===== config.mk =====
export PLATFORM = sky130hd
export DESIGN_NAME = tadm_top
export DESIGN_NICKNAME = d
export VERILOG_FILES = /design/src/design/tadm_pkg.sv /design/src/design/tadm_top.sv
export SDC_FILE = /design/constraint.sdc
export NUM_CORES = 1
export LEC_CHECK = 0
export ABC_AREA = 0
export BUFFER_PORTS_ARGS = -buffer_cell sky130_fd_sc_hd__buf_2
export CAP_MARGIN = 20
export CORE_UTILIZATION = 65
export DETAILED_ROUTE_END_ITERATION = 16
export PLACE_DENSITY = 0.82
export RECOVER_POWER = 100
export SKIP_LAST_GASP = 1
export SYNTH_ARGS = -nofsm -noshare
export SYNTH_HDL_FRONTEND = slang
export SYNTH_HIERARCHICAL = 1
export SYNTH_SLANG_ARGS = --single-unit

===== constraint.sdc =====
create_clock -name mclk_in -period 15.9 [get_ports mclk_in]
set_clock_uncertainty 0.05 [all_clocks]
set_input_delay 1.59 -clock mclk_in [delete_from_list [all_inputs] [get_ports mclk_in]]
set_output_delay 1.59 -clock mclk_in [all_outputs]
set_load 0.05 [all_outputs]

===== src/design/tadm_pkg.sv =====
package tadm_pkg;

  // ----------------------------------------------------------------
  // register offsets
  // ----------------------------------------------------------------
  localparam logic [7:0] ADDR_ALM_CFG  = 8'h60;
  localparam logic [7:0] ADDR_ALM_EN   = 8'h61;
  localparam logic [7:0] ADDR_ALM_STAT = 8'h62;
  localparam logic [7:0] ADDR_ALM_DET  = 8'h63;
  localparam logic [7:0] ADDR_RX_DENS  = 8'h65;
  localparam logic [7:0] ADDR_TX_CODE  = 8'h67;
  localparam logic [7:0] ADDR_TX_DENS  = 8'h69;

  // ----------------------------------------------------------------
  // field positions
  // ----------------------------------------------------------------
  localparam int ALM_CFG_FMODE_LSB = 2;
  localparam int ALM_EN_FASTD      = 4;
  localparam int ALM_EN_ACCEL      = 3;
  localparam int ALM_STAT_CHG_LSB  = 3;
  localparam int DENS_PDV          = 4;
  localparam int DENS_Z16I         = 3;
  localparam int DENS_DENSITY_CHANGE_FLAG         = 2;
  localparam int DENS_Z16E         = 1;
  localparam int DENS_DENSITY_CHANGE_IRQ_ENABLE         = 0;
  localparam int TXD_STUFF_IRQ_ENABLE         = 7;
  localparam int TXD_STUFF         = 6;
  localparam int TXD_STUFF_OCCURRED_FLAG         = 5;

  // ----------------------------------------------------------------
  // reset values and codes
  // ----------------------------------------------------------------
  localparam logic [5:0] CODE_OFF    = 6'h3f;
  localparam logic [2:0] FM_SF       = 3'h0;
  localparam logic [2:0] FM_DM       = 3'h1;
  localparam logic [2:0] FM_SLC      = 3'h2;
  localparam logic [2:0] FM_ALT_DM   = 3'h3;
  localparam logic [2:0] FM_ESF      = 3'h4;

  // ----------------------------------------------------------------
  // timing and thresholds
  // ----------------------------------------------------------------
  localparam int CLK_HZ       = 25_000_000;
  localparam int RED_WIN_MS   = 40;
  localparam int AIS_WIN_MS   = 60;
  localparam int RED_WIN_CYC  = RED_WIN_MS * (CLK_HZ / 1000);
  localparam int AIS_WIN_CYC  = AIS_WIN_MS * (CLK_HZ / 1000);
  localparam int WIN_CNT_W    = 21;
  localparam int SF_B2_MAX    = 16;
  localparam int DM_Y_MAX     = 4;
  localparam int ESF_CODE_MIN = 8;
  localparam int AIS_ZERO_MAX = 126;
  localparam int DENS_WIN     = 192;
  localparam int DENS_MIN_ONE = 24;
  localparam int ZRUN_LEN     = 16;

  // ----------------------------------------------------------------
  // carriers
  // ----------------------------------------------------------------
  typedef struct packed {
    logic [7:0] addr;
    logic [7:0] wdata;
    logic       wr;
    logic       rd;
  } tadm_up_req_s;

  typedef struct packed {
    logic oof;
    logic bit2_zero;
    logic ybit_zero;
    logic yel_code_ok;
    logic f12_strobe;
    logic f12_val;
    logic data;
    logic data_valid;
  } tadm_rx_evt_s;

  typedef struct packed {
    logic data;
    logic valid;
    logic fdl_slot;
    logic fdl;
  } tadm_tx_in_s;

endpackage


===== src/design/tadm_top.sv =====
`timescale 1ns/1ps

// ------------------------------------------------------------------
// density checker over a moving window
// ------------------------------------------------------------------
module tadm_density
  import tadm_pkg::*;
#(
  parameter int WIN      = DENS_WIN,
  parameter int MIN_ONES = DENS_MIN_ONE,
  parameter int ZRUN     = ZRUN_LEN
) (
  // clock and reset
  input  wire logic clk_in,
  input  wire logic rst_in,
  input  wire logic ce_in,
  input  wire logic clear_in,
  // bit stream
  input  wire logic bit_valid_in,
  input  wire logic bit_in,
  // results
  output logic      viol_out,
  output logic      chg_out,
  output logic      z16_out,
  output logic      zero_viol_out
);

  typedef struct packed {
    logic [WIN-1:0] hist;
    logic [7:0]     ones;
    logic [4:0]     zrun;
    logic           viol, chg, z16;
  } tadm_dens_s;

  localparam tadm_dens_s D_RST = '{hist: '1, ones: 8'(WIN), zrun: 5'h00,
                                   viol: 1'b0, chg: 1'b0, z16: 1'b0};
  tadm_dens_s s, next_s;

  function automatic logic [7:0] ones_after(input logic [7:0] o, input logic b,
                                            input logic old);
    ones_after = o + {7'h00, b} - {7'h00, old};
  endfunction

  always_comb begin
    logic [7:0] z_ones, b_ones;
    logic [4:0] z_run, b_run;
    logic       b_viol;
    z_ones = ones_after(s.ones, 1'b0, s.hist[WIN-1]);
    z_run  = (s.zrun >= 5'(ZRUN)) ? s.zrun : s.zrun + 5'h01;
    b_ones = ones_after(s.ones, bit_in, s.hist[WIN-1]);
    b_run  = bit_in ? 5'h00 : z_run;
    b_viol = (b_ones < 8'(MIN_ONES)) || (b_run >= 5'(ZRUN));
    zero_viol_out = (z_ones < 8'(MIN_ONES)) || (z_run >= 5'(ZRUN));
    next_s     = s;
    next_s.chg = 1'b0;
    next_s.z16 = 1'b0;
    if (bit_valid_in) begin
      next_s.hist = {s.hist[WIN-2:0], bit_in};
      next_s.ones = b_ones;
      next_s.zrun = b_run;
      next_s.viol = b_viol;
      next_s.chg  = b_viol != s.viol;
      next_s.z16  = (b_run == 5'(ZRUN)) && (s.zrun == 5'(ZRUN - 1));
    end
    if (clear_in) begin
      next_s = D_RST;
    end
  end

  always_ff @(posedge clk_in or posedge rst_in) begin
    if (rst_in) begin
      s <= D_RST;
    end else if (ce_in) begin
      s <= next_s;
    end
  end

  assign viol_out = s.viol;
  assign chg_out  = s.chg;
  assign z16_out  = s.z16;

endmodule

// ------------------------------------------------------------------
// T1 alarm, density and loop code maintenance
// ------------------------------------------------------------------
// What this block does
// - Alarm status bits 5:3 latch alarm changes; reading clears them and interrupt.
// - Alarm status bits 2:0 show present Yellow, Red and AIS state.
// - All registers held at reset while E1 mode is selected.
// - Red detect set when any out-of-frame occurred in last 40 ms.
// - SF/SLC: Yellow when bit 2 zero at most 16 times in 40 ms.
// - T1DM: Yellow when Y-bit zero at most 4 times in 40 ms.
// - ESF: Yellow when the Yellow code arrived error-free 8 or more times.
// - Japanese mode: toggling 12th framing bit signals Yellow.
// - AIS when out-of-frame all 60 ms and data zero at most 126 times.
// - Receive density register accessible only while analog bypass select is zero.
// - Density violation state follows the violation live, even one bit long.
// - Density change flag sets on either edge of violation; read clears.
// - Zero run flag sets on 16 consecutive zeros; read clears.
// - Density flags latch regardless of enables; enables gate interrupt only.
// - Interrupt on zero run and on violation onset and end when enabled.
// - Non-all-ones code sent repeatedly as 8 ones, 0, code LSB first, 0.
// - Writing all ones to the code register disables the code generator.
// - With stuffing on, ones are stuffed so output never violates density.
// - With stuffing off, data passes unchanged and violations set change flag.
// - Each stuff sets stuff flag and interrupt if enabled; read clears both.
// - Stuffing on forces transmit violation state and both flags to zero.
// - Each alarm change interrupts only with its own independent enable.
module tadm_top
  import tadm_pkg::*;
#(
  parameter int RED_CYC = RED_WIN_CYC,
  parameter int AIS_CYC = AIS_WIN_CYC
) (
  // clock, reset, enable
  input  wire logic         mclk_in,
  input  wire logic         sys_rst_in,
  input  wire logic         clk_en_in,
  // global configuration
  input  wire logic         e1_mode_select_in,
  input  wire logic         analog_bypass_select_in,
  input  wire logic         japan_mode_in,
  // microprocessor access
  input  wire tadm_up_req_s up_req_in,
  output logic [7:0]        up_rdata_out,
  output logic              interrupt_out_n,
  // receive events and stream
  input  wire tadm_rx_evt_s rx_evt_in,
  // transmit stream
  input  wire tadm_tx_in_s  tx_in,
  output logic              tx_data_out,
  output logic              tx_fdl_out
);

  typedef struct packed {
    logic [2:0]           fmode, alm_en, alm_chg, yz;
    logic [WIN_CNT_W-1:0] t40, t60;
    logic [4:0]           b2z;
    logic [3:0]           code_ok, boc_idx;
    logic [6:0]           azero;
    logic [5:0]           code;
    logic [7:0]           rdata;
    logic                 fastd, accel, red_d, yel_d, ais_d;
    logic                 oof_seen, oof_all, jy_prev, jy_seen, jy_ok;
    logic                 rx_density_change_flag, rx_z16i, rx_z16e, rx_density_change_irq_enable;
    logic                 stuff_irq_enable, stuff, stuff_occurred_flag;
    logic                 tx_density_change_flag, tx_z16i, tx_z16e, tx_density_change_irq_enable;
    logic                 irq_n, tx_data, tx_fdl;
  } tadm_state_s;

  localparam tadm_state_s S_RST = '{code: CODE_OFF, oof_all: 1'b1, jy_ok: 1'b1,
                                    irq_n: 1'b1, default: '0};
  tadm_state_s s, next_s;
  logic        rx_viol, rx_chg, rx_z16;
  logic        tx_viol, tx_chg, tx_z16, tx_zero_viol;
  logic        tx_bit, stuff_evt;

  // ----------------------------------------------------------------
  // density checkers
  // ----------------------------------------------------------------
  assign stuff_evt = tx_in.valid && s.stuff && tx_zero_viol && !tx_in.data;
  assign tx_bit    = tx_in.data | stuff_evt;

  tadm_density u_rx_dens (
    .clk_in        (mclk_in),
    .rst_in        (sys_rst_in),
    .ce_in         (clk_en_in),
    .clear_in      (e1_mode_select_in),
    .bit_valid_in  (rx_evt_in.data_valid),
    .bit_in        (rx_evt_in.data),
    .viol_out      (rx_viol),
    .chg_out       (rx_chg),
    .z16_out       (rx_z16),
    .zero_viol_out ()
  );

  tadm_density u_tx_dens (
    .clk_in        (mclk_in),
    .rst_in        (sys_rst_in),
    .ce_in         (clk_en_in),
    .clear_in      (e1_mode_select_in),
    .bit_valid_in  (tx_in.valid),
    .bit_in        (tx_bit),
    .viol_out      (tx_viol),
    .chg_out       (tx_chg),
    .z16_out       (tx_z16),
    .zero_viol_out (tx_zero_viol)
  );

  // ----------------------------------------------------------------
  // next state
  // ----------------------------------------------------------------
  always_comb begin
    logic        end40, end60, yel, rd_alm, rd_rx, rd_tx, wr;
    logic [2:0]  old_alm;
    logic [15:0] pat;
    end40   = s.t40 == WIN_CNT_W'(RED_CYC - 1);
    end60   = s.t60 == WIN_CNT_W'(AIS_CYC - 1);
    wr      = up_req_in.wr;
    rd_alm  = up_req_in.rd && (up_req_in.addr == ADDR_ALM_STAT);
    rd_rx   = up_req_in.rd && (up_req_in.addr == ADDR_RX_DENS) && !analog_bypass_select_in;
    rd_tx   = up_req_in.rd && (up_req_in.addr == ADDR_TX_DENS);
    old_alm = {s.yel_d, s.red_d, s.ais_d};
    pat     = {1'b0, s.code, 1'b0, 8'hff};
    yel     = 1'b0;
    next_s  = s;

    // window timers
    next_s.t40 = end40 ? '0 : s.t40 + WIN_CNT_W'(1);
    next_s.t60 = end60 ? '0 : s.t60 + WIN_CNT_W'(1);

    // per-interval accumulators
    if (rx_evt_in.oof) next_s.oof_seen = 1'b1;
    if (!rx_evt_in.oof) next_s.oof_all = 1'b0;
    if (rx_evt_in.bit2_zero && s.b2z <= 5'(SF_B2_MAX)) next_s.b2z = s.b2z + 5'h01;
    if (rx_evt_in.ybit_zero && s.yz <= 3'(DM_Y_MAX)) next_s.yz = s.yz + 3'h1;
    if (rx_evt_in.yel_code_ok && s.code_ok < 4'(ESF_CODE_MIN)) begin
      next_s.code_ok = s.code_ok + 4'h1;
    end
    if (rx_evt_in.data_valid && !rx_evt_in.data && s.azero <= 7'(AIS_ZERO_MAX)) begin
      next_s.azero = s.azero + 7'h01;
    end
    if (rx_evt_in.f12_strobe) begin
      if (s.jy_seen && rx_evt_in.f12_val == s.jy_prev) next_s.jy_ok = 1'b0;
      next_s.jy_prev = rx_evt_in.f12_val;
      next_s.jy_seen = 1'b1;
    end

    // 40 ms and 60 ms decisions
    if (japan_mode_in) begin
      yel = s.jy_seen && s.jy_ok;
    end else begin
      case (s.fmode)
        FM_SF, FM_SLC:    yel = s.b2z <= 5'(SF_B2_MAX);
        FM_DM, FM_ALT_DM: yel = s.yz <= 3'(DM_Y_MAX);
        FM_ESF:           yel = s.code_ok >= 4'(ESF_CODE_MIN);
        default:          yel = 1'b0;
      endcase
    end
    if (end40) begin
      next_s.red_d    = s.oof_seen;
      next_s.yel_d    = yel;
      next_s.oof_seen = rx_evt_in.oof;
      next_s.b2z      = '0;
      next_s.yz       = '0;
      next_s.code_ok  = '0;
      next_s.jy_seen  = 1'b0;
      next_s.jy_ok    = 1'b1;
    end
    if (end60) begin
      next_s.ais_d   = s.oof_all && (s.azero <= 7'(AIS_ZERO_MAX));
      next_s.oof_all = rx_evt_in.oof;
      next_s.azero   = '0;
    end

    // alarm change flags, set wins over read clear
    next_s.alm_chg = (rd_alm ? 3'h0 : s.alm_chg)
                     | ({next_s.yel_d, next_s.red_d, next_s.ais_d} ^ old_alm);

    // receive density flags
    next_s.rx_density_change_flag = (rd_rx ? 1'b0 : s.rx_density_change_flag) | rx_chg;
    next_s.rx_z16i = (rd_rx ? 1'b0 : s.rx_z16i) | rx_z16;

    // transmit density flags
    next_s.stuff_occurred_flag   = (rd_tx ? 1'b0 : s.stuff_occurred_flag) | stuff_evt;
    next_s.tx_density_change_flag = (rd_tx ? 1'b0 : s.tx_density_change_flag) | tx_chg;
    next_s.tx_z16i = (rd_tx ? 1'b0 : s.tx_z16i) | tx_z16;
    if (s.stuff) begin
      next_s.tx_density_change_flag = 1'b0;
      next_s.tx_z16i = 1'b0;
    end

    // transmit data and loop code
    if (tx_in.valid) next_s.tx_data = tx_bit;
    next_s.tx_fdl = tx_in.fdl;
    if (s.code != CODE_OFF) begin
      if (tx_in.fdl_slot) begin
        next_s.tx_fdl  = pat[s.boc_idx];
        next_s.boc_idx = s.boc_idx + 4'h1;
      end
    end else begin
      next_s.boc_idx = '0;
    end

    // register writes
    if (wr) begin
      case (up_req_in.addr)
        ADDR_ALM_CFG: next_s.fmode = up_req_in.wdata[ALM_CFG_FMODE_LSB +: 3];
        ADDR_ALM_EN: begin
          next_s.fastd  = up_req_in.wdata[ALM_EN_FASTD];
          next_s.accel  = up_req_in.wdata[ALM_EN_ACCEL];
          next_s.alm_en = up_req_in.wdata[2:0];
        end
        ADDR_RX_DENS: begin
          if (!analog_bypass_select_in) begin
            next_s.rx_z16e = up_req_in.wdata[DENS_Z16E];
            next_s.rx_density_change_irq_enable = up_req_in.wdata[DENS_DENSITY_CHANGE_IRQ_ENABLE];
          end
        end
        ADDR_TX_CODE: begin
          next_s.code    = up_req_in.wdata[5:0];
          next_s.boc_idx = '0;
        end
        ADDR_TX_DENS: begin
          next_s.stuff_irq_enable   = up_req_in.wdata[TXD_STUFF_IRQ_ENABLE];
          next_s.stuff   = up_req_in.wdata[TXD_STUFF];
          next_s.tx_z16e = up_req_in.wdata[DENS_Z16E];
          next_s.tx_density_change_irq_enable = up_req_in.wdata[DENS_DENSITY_CHANGE_IRQ_ENABLE];
        end
        default: ;
      endcase
    end

    // register reads
    next_s.rdata = 8'h00;
    if (up_req_in.rd) begin
      case (up_req_in.addr)
        ADDR_ALM_CFG:  next_s.rdata = {3'h0, s.fmode, 2'h0};
        ADDR_ALM_EN:   next_s.rdata = {3'h0, s.fastd, s.accel, s.alm_en};
        ADDR_ALM_STAT: next_s.rdata = {2'h0, s.alm_chg, old_alm};
        ADDR_ALM_DET:  next_s.rdata = {5'h00, s.red_d, s.yel_d, s.ais_d};
        ADDR_RX_DENS: begin
          if (!analog_bypass_select_in) begin
            next_s.rdata = {3'h0, rx_viol, s.rx_z16i, s.rx_density_change_flag, s.rx_z16e, s.rx_density_change_irq_enable};
          end
        end
        ADDR_TX_CODE:  next_s.rdata = {2'h0, s.code};
        ADDR_TX_DENS:  next_s.rdata = {s.stuff_irq_enable, s.stuff, s.stuff_occurred_flag,
                                       {tx_viol, s.tx_z16i, s.tx_density_change_flag} & {3{!s.stuff}},
                                       s.tx_z16e, s.tx_density_change_irq_enable};
        default:       next_s.rdata = 8'h00;
      endcase
    end

    // shared interrupt
    next_s.irq_n = !(|(next_s.alm_chg & next_s.alm_en)
                     || (next_s.rx_density_change_flag && next_s.rx_density_change_irq_enable)
                     || (next_s.rx_z16i && next_s.rx_z16e)
                     || (next_s.stuff_occurred_flag && next_s.stuff_irq_enable)
                     || (next_s.tx_density_change_flag && next_s.tx_density_change_irq_enable && !next_s.stuff)
                     || (next_s.tx_z16i && next_s.tx_z16e && !next_s.stuff));

    if (e1_mode_select_in) begin
      next_s = S_RST;
    end
  end

  // ----------------------------------------------------------------
  // state register
  // ----------------------------------------------------------------
  always_ff @(posedge mclk_in or posedge sys_rst_in) begin
    if (sys_rst_in) begin
      s <= S_RST;
    end else if (clk_en_in) begin
      s <= next_s;
    end
  end

  assign up_rdata_out    = s.rdata;
  assign interrupt_out_n = s.irq_n;
  assign tx_data_out     = s.tx_data;
  assign tx_fdl_out      = s.tx_fdl;

endmodule


==> impl_metrics.json <==
{
  "critical_path_class": "input port to flip-flop",
  "route.vias.total": 14600,
  "num_rows": 67,
  "critPathMaxFanout": 100,
  "crit_path_end_kind": "flip-flop",
  "postRouteAntennaNets": 0,
  "timing.final.max_slew_violations": 1197,
  "grt_pass1_vias": 14600,
  "tritoncts": "built",
  "cts-resized-gates": 0,
  "number_of_antenna_violations_at_the_first_check_in_global_routing": 0,
  "max_rail_drop_vdd_mv": 0.108,
  "whs_endpoint": "s[51]",
  "cts_post_setup_buffers_inserted": 0,
  "leak_pwr_nw": 9.08,
  "wl_per_cell_um": 18.8,
  "reg2reg_to": "u_tx_dens/chg_out",
  "cts.hold.buffers_added": 0,
  "critPathRequiredTime_ns": 16.14,
  "floorplan.die.width_um": 188,
  "outcome": "complete, but fails checks",
  "max-clock-path-buffers": 3,
  "placeableCoreArea_um2": 33900,
  "clk_pin_slew_worst_paths_ns": 0.06,
  "worst-r2r-setup-slack_ns": 11.64,
  "netlist_instances": 1800,
  "largest_net_degree_at_the_start_of_global_routing": 134,
  "yosys_warnings": 6,
  "min_period_over_period_pct": 57.3,
  "crit_arrival_ns": 9.35,
  "area_delta_synth_final_pct": 9.07,
  "drv.max_cap_violation_count": 13,
  "holdCritPathClass": "flip-flop to flip-flop",
  "route.detailed.drc": 0,
  "clock-sinks": 528,
  "depth_of_the_worst_register_to_register_path": 19,
  "drtIter0Drc": 1172,
  "critical_path.startpoint_type": "input port",
  "port_buffers": 46,
  "detailed_route_wl_mm": 42.6,
  "drive_gt1_share_pct": 29.6,
  "placed_cells_incl_taps": 2179,
  "max-slew-margin-rel_pct": -259,
  "fin_crit_ns": 9.10,
  "via_per_inst": 6.42,
  "drt-pass1-iter-count": 6,
  "final-setup-viol-count": 0,
  "power-per-cell-area_nw_per_um2": 124,
  "ctsRootBufferMaster": "clkbuf_16",
  "floorplan.die_area_um2": 35400,
  "worst_hold_launch": "s[51]",
  "worst-slew-pin-transition_ns": 5.35,
  "failing_checks": "capacitance limit, slew limit",
  "cts_buffers": 51,
  "fp.dieH_um": 188,
  "hold_violations": 0,
  "nets_in_the_synthesized_netlist": 1879,
  "grt_remaining_overflow": 0,
  "grt_pass1_wl_mm": 72.3,
  "maximum_level_of_the_cts_h_tree": 2,
  "tns_ns": 0,
  "maxClockFrequency_mhz": 110,
  "synth.cell_area_um2": 22500,
  "half_perimeter_wire_length_of_the_detailed_placement_result_mm": 25.4,
  "worst_skew_pair.late_latency_ns": 0.59,
  "final_net_count": 1865,
  "num_io_pins": 47,
  "postLayoutCoreUtil_pct": 72.6,
  "holdPathStages": 1,
  "floorplan.initialDensity_pct": 66.6,
  "groute.usage.overall_pct": 24.7,
  "diode_insertion_count_for_antenna_repair": 0,
  "rsz0062_at_grt": "no",
  "r2r-start": "u_tx_dens/s[207]",
  "synthesis.area_per_instance_um2": 12.5,
  "gp_congestion": 0.897,
  "stdcell_count": 2271
}
[cells in the final DEF, fill, tap and decap left out, drive strengths merged, types with 6 or more instances in the layout]
cell     count
dfstp      397
o22a       383
dfrtp      131
clkbuf     100
nor2        87
nand2       77
o21ai       71
inv         61
a21oi       51
ha          41
buf         36
xor2        25
xnor2       25
o22ai       22
nand3       21
or3         21
a32o        21
nand4       19
and3        18
a22o        17
nor3        16
nor2b       13
o2bb2ai     13
nand2b      11
mux2i       10
o31ai        9
a31oi        8
nand4b       8
a22oi        8
clkinv       7
o211ai       7
nand3b       6
[stage by stage]
step | cell area [um2] | hold WS (ns) | power, mW | setup slack, ns
floorplan | 22500 | 0.393 | 1.75 | 8.90
global placement | 22900 | 0.417 | 1.81 | 11.55
detailed placement | 22900 | 0.428 | 1.83 | 11.43
CTS | 24700 | 0.440 | 3.07 | 11.74
global route | 24600 | 0.457 | 3.17 | 5.96
finish | 24600 | 0.444 | 3.04 | 6.80
[report_power, final]
part | switching [mW] | total [mW] | internal (mW)
logic | 0.244 | 0.396 | 0.151
registers | 0.0294 | 1.41 | 1.38
clock network | 0.498 | 1.23 | 0.732
total | 0.771 | 3.04 | 2.27
[worst max path at each step]
stage | startpoint | end | slack [ns] | cells past startpoint
6_report | e1_mode_select_in | u_rx_dens/viol_out | 6.80 | 6
5_1_grt | e1_mode_select_in | u_rx_dens/viol_out | 5.96 | 6
3_3_place_gp | e1_mode_select_in | u_rx_dens/s[3] | 11.55 | 6
2_1_floorplan | sys_rst_in | u_rx_dens/chg_out | 8.90 | 1
3_5_place_dp | e1_mode_select_in | u_rx_dens/s[3] | 11.43 | 6
4_1_cts | u_tx_dens/s[207] | u_tx_dens/chg_out | 11.74 | 19
[routing by layer]
metal	up-vias	routed length (um)	share of wire (%)	track usage [%]
li1	6730	-	-	-
met1	7423	19100	45	34.3
met2	354	20500	48	39.4
met3	80	2010	4.7	4.06
met4	0	1060	2.5	9.29
met5	-	0	0	0
[final cells by class]
cell class                 instances  area (um2)
clock buffer                      75        1500
clock inverter                    15         221
fill                            2203        9270
inverter                          62         236
multi-input combinational       1082        8070
sequential                       528       13700
tap                              448         561
timing repair buffer              61         303
[state kept, by name, indices dropped and copies added, names as in the netlist, 8 cells and up]
signal and flops:
s 101, u_rx_dens/s 205, u_tx_dens/s 205, up_rdata_out 8
[critical path, cell delays in order]
cell and delay [ns]:
buf_2 0.08, clkbuf_1 0.97, nand3b_1 0.22, clkbuf_1 2.81, clkbuf_1 3.13, o21ai_0 0.40
(Power assumes the default switching activity.)
